==> config.mk <==
export PLATFORM = sky130hd
export DESIGN_NAME = irmsc_top
export DESIGN_NICKNAME = d
export VERILOG_FILES = /design/src/include/irmsc_pkg.sv /design/src/irmsc_top.sv /design/src/irmsc_buf2.sv
export SDC_FILE = /design/constraint.sdc
export NUM_CORES = 1
export LEC_CHECK = 0
export ABC_AREA = 1
export BUFFER_PORTS_ARGS = -buffer_cell sky130_fd_sc_hd__buf_2
export CAP_MARGIN = 20
export CELL_PAD_IN_SITES_DETAIL_PLACEMENT = 2
export CELL_PAD_IN_SITES_GLOBAL_PLACEMENT = 2
export CORE_MARGIN = 5
export CORE_UTILIZATION = 33
export CTS_CLUSTER_SIZE = 12
export DETAILED_ROUTE_END_ITERATION = 8
export PLACE_DENSITY_LB_ADDON = 0.2
export SETUP_SLACK_MARGIN = 0.15
export SLEW_MARGIN = 10
export SYNTH_ARGS = -nofsm -noshare
export SYNTH_HDL_FRONTEND = slang
export SYNTH_HIERARCHICAL = 1
export SYNTH_SLANG_ARGS = --single-unit
==> constraint.sdc <==
create_clock -name clk -period 2 [get_ports clk]
set_input_delay 0.2 -clock clk [delete_from_list [all_inputs] [get_ports clk]]
set_output_delay 0.2 -clock clk [all_outputs]
set_load 0.02 [all_outputs]
==> src/include/irmsc_pkg.sv <==
// Package for the IR modulator / system configuration block.
// Assumes a plain register port with 16-bit data and one 40 MHz clock.
package irmsc_pkg;

  // ----------------------------------------------------------------------
  // Register offsets
  // ----------------------------------------------------------------------
  localparam logic [3:0] IRMSC_OFS_CFG0 = 4'h0;
  localparam logic [3:0] IRMSC_OFS_CFG1 = 4'h2;
  localparam logic [3:0] IRMSC_OFS_CFG2 = 4'h4;
  localparam logic [3:0] IRMSC_OFS_STAT = 4'h6;

  // ----------------------------------------------------------------------
  // Field positions
  // ----------------------------------------------------------------------
  localparam int IRMSC_B_PWP = 0;
  localparam int IRMSC_B_DWP = 1;
  localparam int IRMSC_B_INFRARED_ENABLE = 0;
  localparam int IRMSC_B_MSEL = 1;
  localparam int IRMSC_B_PSEL = 2;
  localparam int IRMSC_B_DSSEL = 3;
  localparam int IRMSC_B_DATA = 4;
  localparam int IRMSC_B_LCDP = 12;
  localparam int IRMSC_N_ANA = 12;
  localparam logic [7:0] IRMSC_PASSWORD = 8'hA5;
  localparam int IRMSC_PW_LSB = 8;

  // ----------------------------------------------------------------------
  // Reset values
  // ----------------------------------------------------------------------
  localparam logic [1:0] IRMSC_RST_CFG0 = 2'h3;
  localparam logic [4:0] IRMSC_RST_CFG1 = 5'h00;
  localparam logic [12:0] IRMSC_RST_CFG2 = 13'h0000;

  // ----------------------------------------------------------------------
  // Types
  // ----------------------------------------------------------------------
  typedef struct packed {
    logic [3:0] addr;
    logic [15:0] wdata;
    logic wr;
    logic rd;
  } irmsc_bus_s;

  typedef struct packed {
    logic infrared_enable;
    logic modulation_mode_select;
    logic output_polarity_select;
    logic data_source_select;
    logic software_data_bit;
  } irmsc_ircfg_s;

  typedef enum logic [2:0] {
    IRMSC_IDLE = 3'b001,
    IRMSC_SHIFT = 3'b010,
    IRMSC_HOLD = 3'b100
  } irmsc_shift_e;

endpackage

==> src/irmsc_top.sv <==
// IR modulator, NVM write-protect and pin-function configuration.
// Assumes every input, PWM and serial included, is same-clock logic.
// Functional notes
// - Reset sets both write-protect bits
// - Separate gates for program and information memory
// - Enable routes modulator, else GPIO passes
// - ASK: first PWM carrier, second envelope
// - FSK: PWMs are two offset frequencies
// - Mode bit selects ASK or FSK
// - Polarity bit inverts modulator output at pin; GPIO bypass is not inverted
// - Source bit picks serial or software data
// - Hardware source shifts 8-bit characters out
// - Software source modulates software data bit
// - Analog bit disables digital I/O pin
// - LCD bit swaps pins to LCD power
`timescale 1ns/10ps
module irmsc_top
  import irmsc_pkg::*;
#(
  parameter int CHAR_W = 8,
  parameter int BIT_DIV = 16
) (
  input wire logic clk,
  input wire logic rstn,
  input wire irmsc_bus_s bus,
  output logic [15:0] rdata,
  input wire logic pwm_first,
  input wire logic pwm_second,
  input wire logic ser_valid,
  output logic ser_ready,
  input wire logic [CHAR_W-1:0] ser_data,
  input wire logic gpio_out,
  input wire logic gpio_oe,
  output logic ir_pin_out,
  output logic ir_pin_oe,
  input wire logic [1:0] nvm_wr_req,
  output logic [1:0] nvm_wr_grant,
  output logic [IRMSC_N_ANA-1:0] analog_pin_control,
  output logic lcd_power_pin_control,
  output logic ir_busy
);
  // ----------------------------------------------------------------------
  // Configuration registers
  // ----------------------------------------------------------------------
  logic program_write_protect_q;
  logic data_write_protect_q;
  irmsc_ircfg_s cfg_q;
  logic [IRMSC_N_ANA-1:0] ana_q;
  logic lcd_q;
  logic [15:0] rdata_q;
  logic pw_ok;

  function automatic logic hit(input logic [3:0] a, input logic [3:0] o);
    return a == o;
  endfunction

  assign pw_ok = bus.wdata[IRMSC_PW_LSB +: 8] == IRMSC_PASSWORD;

  // Protect bits only change with the password byte present
  always_ff @(posedge clk or negedge rstn) begin
    if (!rstn) begin
      program_write_protect_q <= IRMSC_RST_CFG0[IRMSC_B_PWP];
      data_write_protect_q <= IRMSC_RST_CFG0[IRMSC_B_DWP];
    end else if (bus.wr && hit(bus.addr, IRMSC_OFS_CFG0) && pw_ok) begin
      program_write_protect_q <= bus.wdata[IRMSC_B_PWP];
      data_write_protect_q <= bus.wdata[IRMSC_B_DWP];
    end
  end

  always_ff @(posedge clk or negedge rstn) begin
    if (!rstn) begin
      cfg_q <= irmsc_ircfg_s'(IRMSC_RST_CFG1);
    end else if (bus.wr && hit(bus.addr, IRMSC_OFS_CFG1)) begin
      cfg_q.infrared_enable <= bus.wdata[IRMSC_B_INFRARED_ENABLE];
      cfg_q.modulation_mode_select <= bus.wdata[IRMSC_B_MSEL];
      cfg_q.output_polarity_select <= bus.wdata[IRMSC_B_PSEL];
      cfg_q.data_source_select <= bus.wdata[IRMSC_B_DSSEL];
      cfg_q.software_data_bit <= bus.wdata[IRMSC_B_DATA];
    end
  end

  always_ff @(posedge clk or negedge rstn) begin
    if (!rstn) begin
      ana_q <= IRMSC_RST_CFG2[IRMSC_N_ANA-1:0];
      lcd_q <= IRMSC_RST_CFG2[IRMSC_B_LCDP];
    end else if (bus.wr && hit(bus.addr, IRMSC_OFS_CFG2)) begin
      ana_q <= bus.wdata[IRMSC_N_ANA-1:0];
      lcd_q <= bus.wdata[IRMSC_B_LCDP];
    end
  end

  // ----------------------------------------------------------------------
  // Write-protect gate
  // ----------------------------------------------------------------------
  logic [1:0] grant_q;
  always_ff @(posedge clk or negedge rstn) begin
    if (!rstn) begin
      grant_q <= 2'b00;
    end else begin
      grant_q[0] <= nvm_wr_req[0] && !program_write_protect_q;
      grant_q[1] <= nvm_wr_req[1] && !data_write_protect_q;
    end
  end
  assign nvm_wr_grant = grant_q;

  // ----------------------------------------------------------------------
  // Pin-function controls, registered straight to ports
  // ----------------------------------------------------------------------
  assign analog_pin_control = ana_q;
  assign lcd_power_pin_control = lcd_q;

  // ----------------------------------------------------------------------
  // Serial character path
  // ----------------------------------------------------------------------
  logic bvalid;
  logic bready;
  logic [CHAR_W-1:0] bdata;

  irmsc_buf2 #(.W(CHAR_W)) u_buf (
    .clk(clk),
    .rstn(rstn),
    .in_valid(ser_valid),
    .in_ready(ser_ready),
    .in_data(ser_data),
    .out_valid(bvalid),
    .out_ready(bready),
    .out_data(bdata)
  );

  // Bit-time enable from a divider; one cycle pulse
  logic [15:0] div_q;
  logic bit_tick;
  assign bit_tick = div_q == 16'(BIT_DIV - 1);
  always_ff @(posedge clk or negedge rstn) begin
    if (!rstn) begin
      div_q <= 16'h0000;
    end else if (bit_tick) begin
      div_q <= 16'h0000;
    end else begin
      div_q <= div_q + 16'h0001;
    end
  end

  irmsc_shift_e st_q;
  logic [CHAR_W-1:0] sh_q;
  logic [3:0] bits_q;
  logic hw_mode;
  assign hw_mode = cfg_q.infrared_enable && !cfg_q.data_source_select;
  // Characters drain only while the hardware source is live
  assign bready = hw_mode && (st_q == IRMSC_IDLE);

  always_ff @(posedge clk or negedge rstn) begin
    if (!rstn) begin
      st_q <= IRMSC_IDLE;
      sh_q <= '0;
      bits_q <= 4'h0;
    end else begin
      case (st_q)
        IRMSC_IDLE: begin
          if (bvalid && bready) begin
            sh_q <= bdata;
            bits_q <= 4'(CHAR_W);
            st_q <= IRMSC_HOLD;
          end
        end
        IRMSC_HOLD: begin
          // Align first bit to a bit boundary
          if (bit_tick) begin
            st_q <= IRMSC_SHIFT;
          end
        end
        IRMSC_SHIFT: begin
          if (bit_tick) begin
            sh_q <= sh_q >> 1;
            bits_q <= bits_q - 4'h1;
            if (bits_q == 4'h1) begin
              st_q <= IRMSC_IDLE;
            end
          end
        end
        default: begin
          st_q <= IRMSC_IDLE;
        end
      endcase
    end
  end

  // ----------------------------------------------------------------------
  // Modulator
  // ----------------------------------------------------------------------
  logic hw_bit;
  logic dbit;
  logic mod;
  logic pin_d;
  logic pin_q;
  logic oe_q;
  logic busy_q;
  assign hw_bit = (st_q == IRMSC_SHIFT) && sh_q[0];

  always_comb begin
    // Zero selects hardware data and ASK
    dbit = cfg_q.data_source_select ? cfg_q.software_data_bit
                                    : hw_bit;
    if (!cfg_q.modulation_mode_select) begin
      mod = dbit && pwm_first && pwm_second;
    end else begin
      mod = dbit ? pwm_second : pwm_first;
    end
    pin_d = cfg_q.infrared_enable
          ? (mod ^ cfg_q.output_polarity_select)
          : gpio_out;
  end

  always_ff @(posedge clk or negedge rstn) begin
    if (!rstn) begin
      pin_q <= 1'b0;
      oe_q <= 1'b0;
      busy_q <= 1'b0;
    end else begin
      pin_q <= pin_d;
      oe_q <= cfg_q.infrared_enable | gpio_oe;
      busy_q <= st_q != IRMSC_IDLE;
    end
  end
  assign ir_pin_out = pin_q;
  assign ir_pin_oe = oe_q;
  assign ir_busy = busy_q;

  // ----------------------------------------------------------------------
  // Read port
  // ----------------------------------------------------------------------
  always_ff @(posedge clk or negedge rstn) begin
    if (!rstn) begin
      rdata_q <= 16'h0000;
    end else if (bus.rd) begin
      case (bus.addr)
        IRMSC_OFS_CFG0:
          rdata_q <= {14'h0000, data_write_protect_q,
                      program_write_protect_q};
        IRMSC_OFS_CFG1:
          rdata_q <= {11'h000, cfg_q.software_data_bit,
                      cfg_q.data_source_select,
                      cfg_q.output_polarity_select,
                      cfg_q.modulation_mode_select,
                      cfg_q.infrared_enable};
        IRMSC_OFS_CFG2:
          rdata_q <= {3'h0, lcd_q, ana_q};
        IRMSC_OFS_STAT:
          rdata_q <= {13'h0000, bvalid, pin_q, busy_q};
        default:
          rdata_q <= 16'h0000;
      endcase
    end else begin
      rdata_q <= 16'h0000;
    end
  end
  assign rdata = rdata_q;

  // ----------------------------------------------------------------------
  // Checks
  // ----------------------------------------------------------------------
  // Pin checks look one cycle on, past the output register
  a_reset_protect: assert property (@(posedge clk)
    $rose(rstn) |-> program_write_protect_q && data_write_protect_q)
    else $error("protect bits not set after reset");

  a_password_hold: assert property (@(posedge clk) disable iff (!rstn)
    (bus.wr && hit(bus.addr, IRMSC_OFS_CFG0) && !pw_ok)
    |=> $stable(program_write_protect_q) && $stable(data_write_protect_q))
    else $error("protect bits changed without password");

  a_prog_gate: assert property (@(posedge clk) disable iff (!rstn)
    program_write_protect_q |=> !nvm_wr_grant[0])
    else $error("program write granted while protected");

  a_prog_open: assert property (@(posedge clk) disable iff (!rstn)
    (nvm_wr_req[0] && !program_write_protect_q) |=> nvm_wr_grant[0])
    else $error("program write not granted");

  a_data_gate: assert property (@(posedge clk) disable iff (!rstn)
    (nvm_wr_req[1] && !data_write_protect_q) |=> nvm_wr_grant[1])
    else $error("data write not granted");

  a_data_shut: assert property (@(posedge clk) disable iff (!rstn)
    data_write_protect_q |=> !nvm_wr_grant[1])
    else $error("data write granted while protected");

  a_bypass_gpio: assert property (@(posedge clk) disable iff (!rstn)
    !cfg_q.infrared_enable |=> ir_pin_out == $past(gpio_out))
    else $error("gpio not passed in bypass");

  a_oe_follow: assert property (@(posedge clk) disable iff (!rstn)
    cfg_q.infrared_enable |=> ir_pin_oe)
    else $error("pin not driven while modulating");

  a_ask_output: assert property (@(posedge clk) disable iff (!rstn)
    (cfg_q.infrared_enable && !cfg_q.modulation_mode_select &&
     !cfg_q.output_polarity_select && !dbit) |=> !ir_pin_out)
    else $error("ask output active with data low");

  a_ask_carrier: assert property (@(posedge clk) disable iff (!rstn)
    (cfg_q.infrared_enable && !cfg_q.modulation_mode_select &&
     !cfg_q.output_polarity_select && dbit)
    |=> ir_pin_out == $past(pwm_first && pwm_second))
    else $error("ask output not carrier and envelope");

  a_fsk_select: assert property (@(posedge clk) disable iff (!rstn)
    (cfg_q.infrared_enable && cfg_q.modulation_mode_select &&
     !cfg_q.output_polarity_select && !dbit)
    |=> ir_pin_out == $past(pwm_first))
    else $error("fsk did not pick first pwm");

  a_fsk_second: assert property (@(posedge clk) disable iff (!rstn)
    (cfg_q.infrared_enable && cfg_q.modulation_mode_select &&
     !cfg_q.output_polarity_select && dbit)
    |=> ir_pin_out == $past(pwm_second))
    else $error("fsk did not pick second pwm");

  a_polarity_inv: assert property (@(posedge clk) disable iff (!rstn)
    (cfg_q.infrared_enable && cfg_q.output_polarity_select)
    |=> ir_pin_out == !$past(mod))
    else $error("polarity not inverted");

  a_sw_output: assert property (@(posedge clk) disable iff (!rstn)
    (cfg_q.infrared_enable && cfg_q.data_source_select &&
     !cfg_q.modulation_mode_select && !cfg_q.output_polarity_select &&
     pwm_first && pwm_second)
    |=> ir_pin_out == $past(cfg_q.software_data_bit))
    else $error("software bit not used");

  a_char_len: assert property (@(posedge clk) disable iff (!rstn)
    (st_q == IRMSC_IDLE && bvalid && bready)
    |=> bits_q == 4'(CHAR_W))
    else $error("character length wrong");

  a_busy_flag: assert property (@(posedge clk) disable iff (!rstn)
    (st_q != IRMSC_IDLE) |=> ir_busy)
    else $error("busy flag low while shifting");

  a_analog_write: assert property (@(posedge clk) disable iff (!rstn)
    (bus.wr && hit(bus.addr, IRMSC_OFS_CFG2))
    |=> analog_pin_control == $past(bus.wdata[IRMSC_N_ANA-1:0]))
    else $error("analog pin control not written");

  a_lcd_write: assert property (@(posedge clk) disable iff (!rstn)
    (bus.wr && hit(bus.addr, IRMSC_OFS_CFG2))
    |=> lcd_power_pin_control == $past(bus.wdata[IRMSC_B_LCDP]))
    else $error("lcd power control not written");
endmodule

==> src/irmsc_buf2.sv <==
// Two-entry valid/ready buffer for serial characters.
// Assumes both sides run on clk; source holds data while valid and not ready.
`timescale 1ns/10ps
module irmsc_buf2 #(
  parameter int W = 8
) (
  input wire logic clk,
  input wire logic rstn,
  input wire logic in_valid,
  output logic in_ready,
  input wire logic [W-1:0] in_data,
  output logic out_valid,
  input wire logic out_ready,
  output logic [W-1:0] out_data
);
  logic [W-1:0] mem_q [2];
  logic wp_q;
  logic rp_q;
  logic [1:0] cnt_q;
  logic [1:0] cnt_d;
  logic rdy_q;
  logic push;
  logic pop;

  assign push = in_valid && (cnt_q != 2'd2);
  assign pop = out_valid && out_ready;
  // Ready registered so the top port comes straight from a flop
  assign in_ready = rdy_q;
  assign out_valid = (cnt_q != 2'd0);
  assign out_data = mem_q[rp_q];

  always_ff @(posedge clk or negedge rstn) begin
    if (!rstn) begin
      wp_q <= 1'b0;
      rp_q <= 1'b0;
    end else begin
      if (push) begin
        wp_q <= ~wp_q;
      end
      if (pop) begin
        rp_q <= ~rp_q;
      end
    end
  end

  always_comb begin
    cnt_d = cnt_q;
    if (push && !pop) begin
      cnt_d = cnt_q + 2'd1;
    end else if (pop && !push) begin
      cnt_d = cnt_q - 2'd1;
    end
  end

  always_ff @(posedge clk or negedge rstn) begin
    if (!rstn) begin
      cnt_q <= 2'd0;
      rdy_q <= 1'b1;
    end else begin
      cnt_q <= cnt_d;
      rdy_q <= (cnt_d != 2'd2);
    end
  end

  always_ff @(posedge clk) begin
    if (push) begin
      mem_q[wp_q] <= in_data;
    end
  end

  a_no_overflow: assert property (@(posedge clk) disable iff (!rstn)
    (cnt_q == 2'd2) |-> !in_ready)
    else $error("buffer accepts when full");

  a_stall_hold: assert property (@(posedge clk) disable iff (!rstn)
    (out_valid && !out_ready) |=> out_valid && $stable(out_data))
    else $error("stalled word lost");
endmodule

==> metrics <==
initial core utilization 33.9%; Die Y 122 um; Clk Tree Root Cell clkbuf_16; Hold Path Class in2reg; most frequently used cell type in the post-synthesis netlist nand2_1; DRT Pass-1 Iters 4; count of H-tree levels built during CTS 3; count of distinct cell types in the synthesized netlist 35; worst vdd ir 0.419 mV; Rows 40; largest delay contributor family on the critical path simple AND/OR/NAND/NOR gates; layout-stage area growth over the synthesis result 22.1%; largest cells by area after synthesis dfrtp_1 42%, nand2_1 12%, edfxtp_1 12%; cell count after synthesis 472; cts bufs inserted 9; fraction of layout instances using a drive strength above 1 24.6%; vias in the first global route 3,856; gp weighted congestion 0.723; critical path, cell by cell inv_2 > nor3_4 > inv_2 > nor3_4 > inv_1 > nor2_2 > nand2_2 > nand2_1 > nand2_1 > nand2_1 > inv_1; Power per Cell Area 1220 nW/um^2; WHS 0.0386 ns; number of design rule violations left after detail routing 0; TritonCTS clock tree yes; category of the worst setup path launch point flop; global-route wire length before repair 19,400 um; count of final max-slew check failures 0; via count 3,360; Final period util 86.8%; final setup violation count 0; EDFF count, synth 16; Clock Latency Late Sink 0.35 ns; count of warnings emitted by yosys 6; clock sink total 90; final core utilization 41.4%; CTS clock-pin slew for the worst setup and hold paths 0.07 ns; count of input and output buffers 70; Detailed Place HPWL 8700 um; Std-Cell Core Area 12,200 um^2; # IOs 74; register area share after synthesis 56.6%; die area 14,800 um^2; Max Freq 576 MHz; dominant cell type by count on the critical path nand2_1; Die Width 122 um; final clock skew 0.00861 ns; critical-path cell with the highest stage delay dfstp_2; total congestion overflow after global routing 0; fraction of post-synthesis cell area in the top cell type by area 42.4%; kind of end point of the critical path flop; pin count of the biggest net entering global routing 42; leading post-synthesis cells by instance count 133 x nand2_1, 70 x dfrtp_1, 60 x inv_1, 51 x nor2_1, 30 x nand3_1; largest fanout on the critical path 4; Detail Route Antenna Nets 0; flip-flop cell with the highest count after synthesis dfrtp_1; unrepaired setup endpoints after global routing true; Net count, final 601; buffering stage count on the worst path with inverters included 4; wirelength, routed 11,600 um; maximum count of clock buffers along a single path 2; cell taking the most area after synthesis dfrtp_1; leakage power figure 2.64 nW; summed instance area of the synthesized netlist 4130 um^2; Max-Cap Viols 0; number of synthesized register bits 90; sum of negative setup slack 0 ns; delay contributed by the slowest stage of the critical path 0.55 ns; final number of hold-violating endpoints 0; number of antenna violations at the first check in global routing 0; DR iter-0 viols 94; mean routed wirelength per cell 15.9 um; final worst path period need 1.74 ns; arrival time at the worst endpoint 1.98 ns; category of the critical setup timing path reg2reg; required time at the worst-slack endpoint 2.24 ns; gr usage total 16.8%; Inserted Diodes 0; routed vias/inst 4.60; # placed instances 708; non-filler cells, final 730; Syn Area/Cell 8.75 um^2; ys async rst share 82.2%; run status finished clean
-- placed cells by master, fill, tap and decap left out, types with 3 or more instances in the layout --
cell type  instances
inv_2              8
dfstp_2            4
edfxtp_1          16
a21oi_1            9
nor2_1            51
ha_1               5
xnor2_1            3
dfrtp_1           70
o21ai_0           12
o21ai_1            5
nand2_1          133
inv_1             58
nor3_1             3
buf_4             10
nand2_2           20
conb_1             3
nand3_1           30
xor2_1            11
clkbuf_16          9
buf_2             69
nand4_1            3
-- state kept, by name, indices dropped and copies added, names as in the netlist, 2 cells and up --
signal / cells
div_q: 16
u_buf/mem_q: 16
rdata: 13
analog_pin_control: 12
sh_q: 8
cfg_q: 5
bits_q: 4
st_q: 3
nvm_wr_grant: 2
u_buf/cnt_q: 2
-- final timing paths --
| check | cells past startpoint | start | slack (ns) | endpoint |
|---|---|---|---|---|
| max | 11 | st_q[0] | 0.26 | u_buf/cnt_q[0] |
| min | 1 | ser_data[5] | 0.04 | u_buf/mem_q[1][5] |
| max reg2reg | 11 | st_q[0] | 0.26 | u_buf/cnt_q[0] |
| min reg2reg | 1 | div_q[0] | 0.46 | div_q[0] |
| max in group asynchronous | 3 | rstn | 0.99 | u_buf/in_ready |
| min in group asynchronous | 2 | rstn | 0.37 | nvm_wr_grant[1] |
-- per-layer routing --
metal	wire, um	global-route usage [%]
met4	271	6.86
met3	384	3.62
met5	0	0
met1	5170	20.5
met2	5770	28.7
-- area by class of cell --
cell class | instances | area [um^2]
Timing Repair Buffer | 81 | 450
Clock inverter | 4 | 32.5
Tap cell | 168 | 210
Sequential cell | 90 | 2340
Fill cell | 1391 | 7120
Multi-Input combinational cell | 308 | 1500
Clock buffer | 12 | 256
Inverter | 67 | 254
-- logic make-up (layout without fill, tap and decap cells) --
kind of cell             Yosys count  after routing  share of synthesized area, %
XOR/XNOR                          14             14                          2.97
flip-flops                        90             90                          56.6
other                              1              3                        0.0908
adder cells (fa/ha/maj)            5              5                          1.52
AND/OR/NAND/NOR                  254            254                          26.8
AO/OA/AOI/OAI                     32             32                          4.30
buffers and inverters             76            164                          7.67
-- timing repair --
| action | in CTS | in global routing |
|---|---|---|
| pin swaps | 0 | 4 |
| endpoints found under the setup margin | 3 | 14 |
| hold buffers | 1 | 0 |
| resized for setup | 1 | 4 |
| buffers inserted | 0 | 5 |
| hold endpoints to repair | 31 | 0 |
-- through the flow --
step | worst slack (ns) | area [um^2] | total power [mW]
2_1_floorplan | 0.305 | 4140 | 3.83
3_3_place_gp | 0.254 | 4690 | 4.28
3_5_place_dp | 0.0778 | 4690 | 4.42
4_1_cts | 0.220 | 4990 | 6.12
5_1_grt | 0.105 | 5040 | 6.57
6_report | 0.265 | 5040 | 6.13
-- power by group --
part           internal, mW  switching [mW]  total, mW
Sequential             2.25           0.285       2.53
Clock                 0.921           0.758       1.68
Combinational         0.673            1.25       1.92
Total                  3.84            2.29       6.13
(Power assumes the default switching activity.)
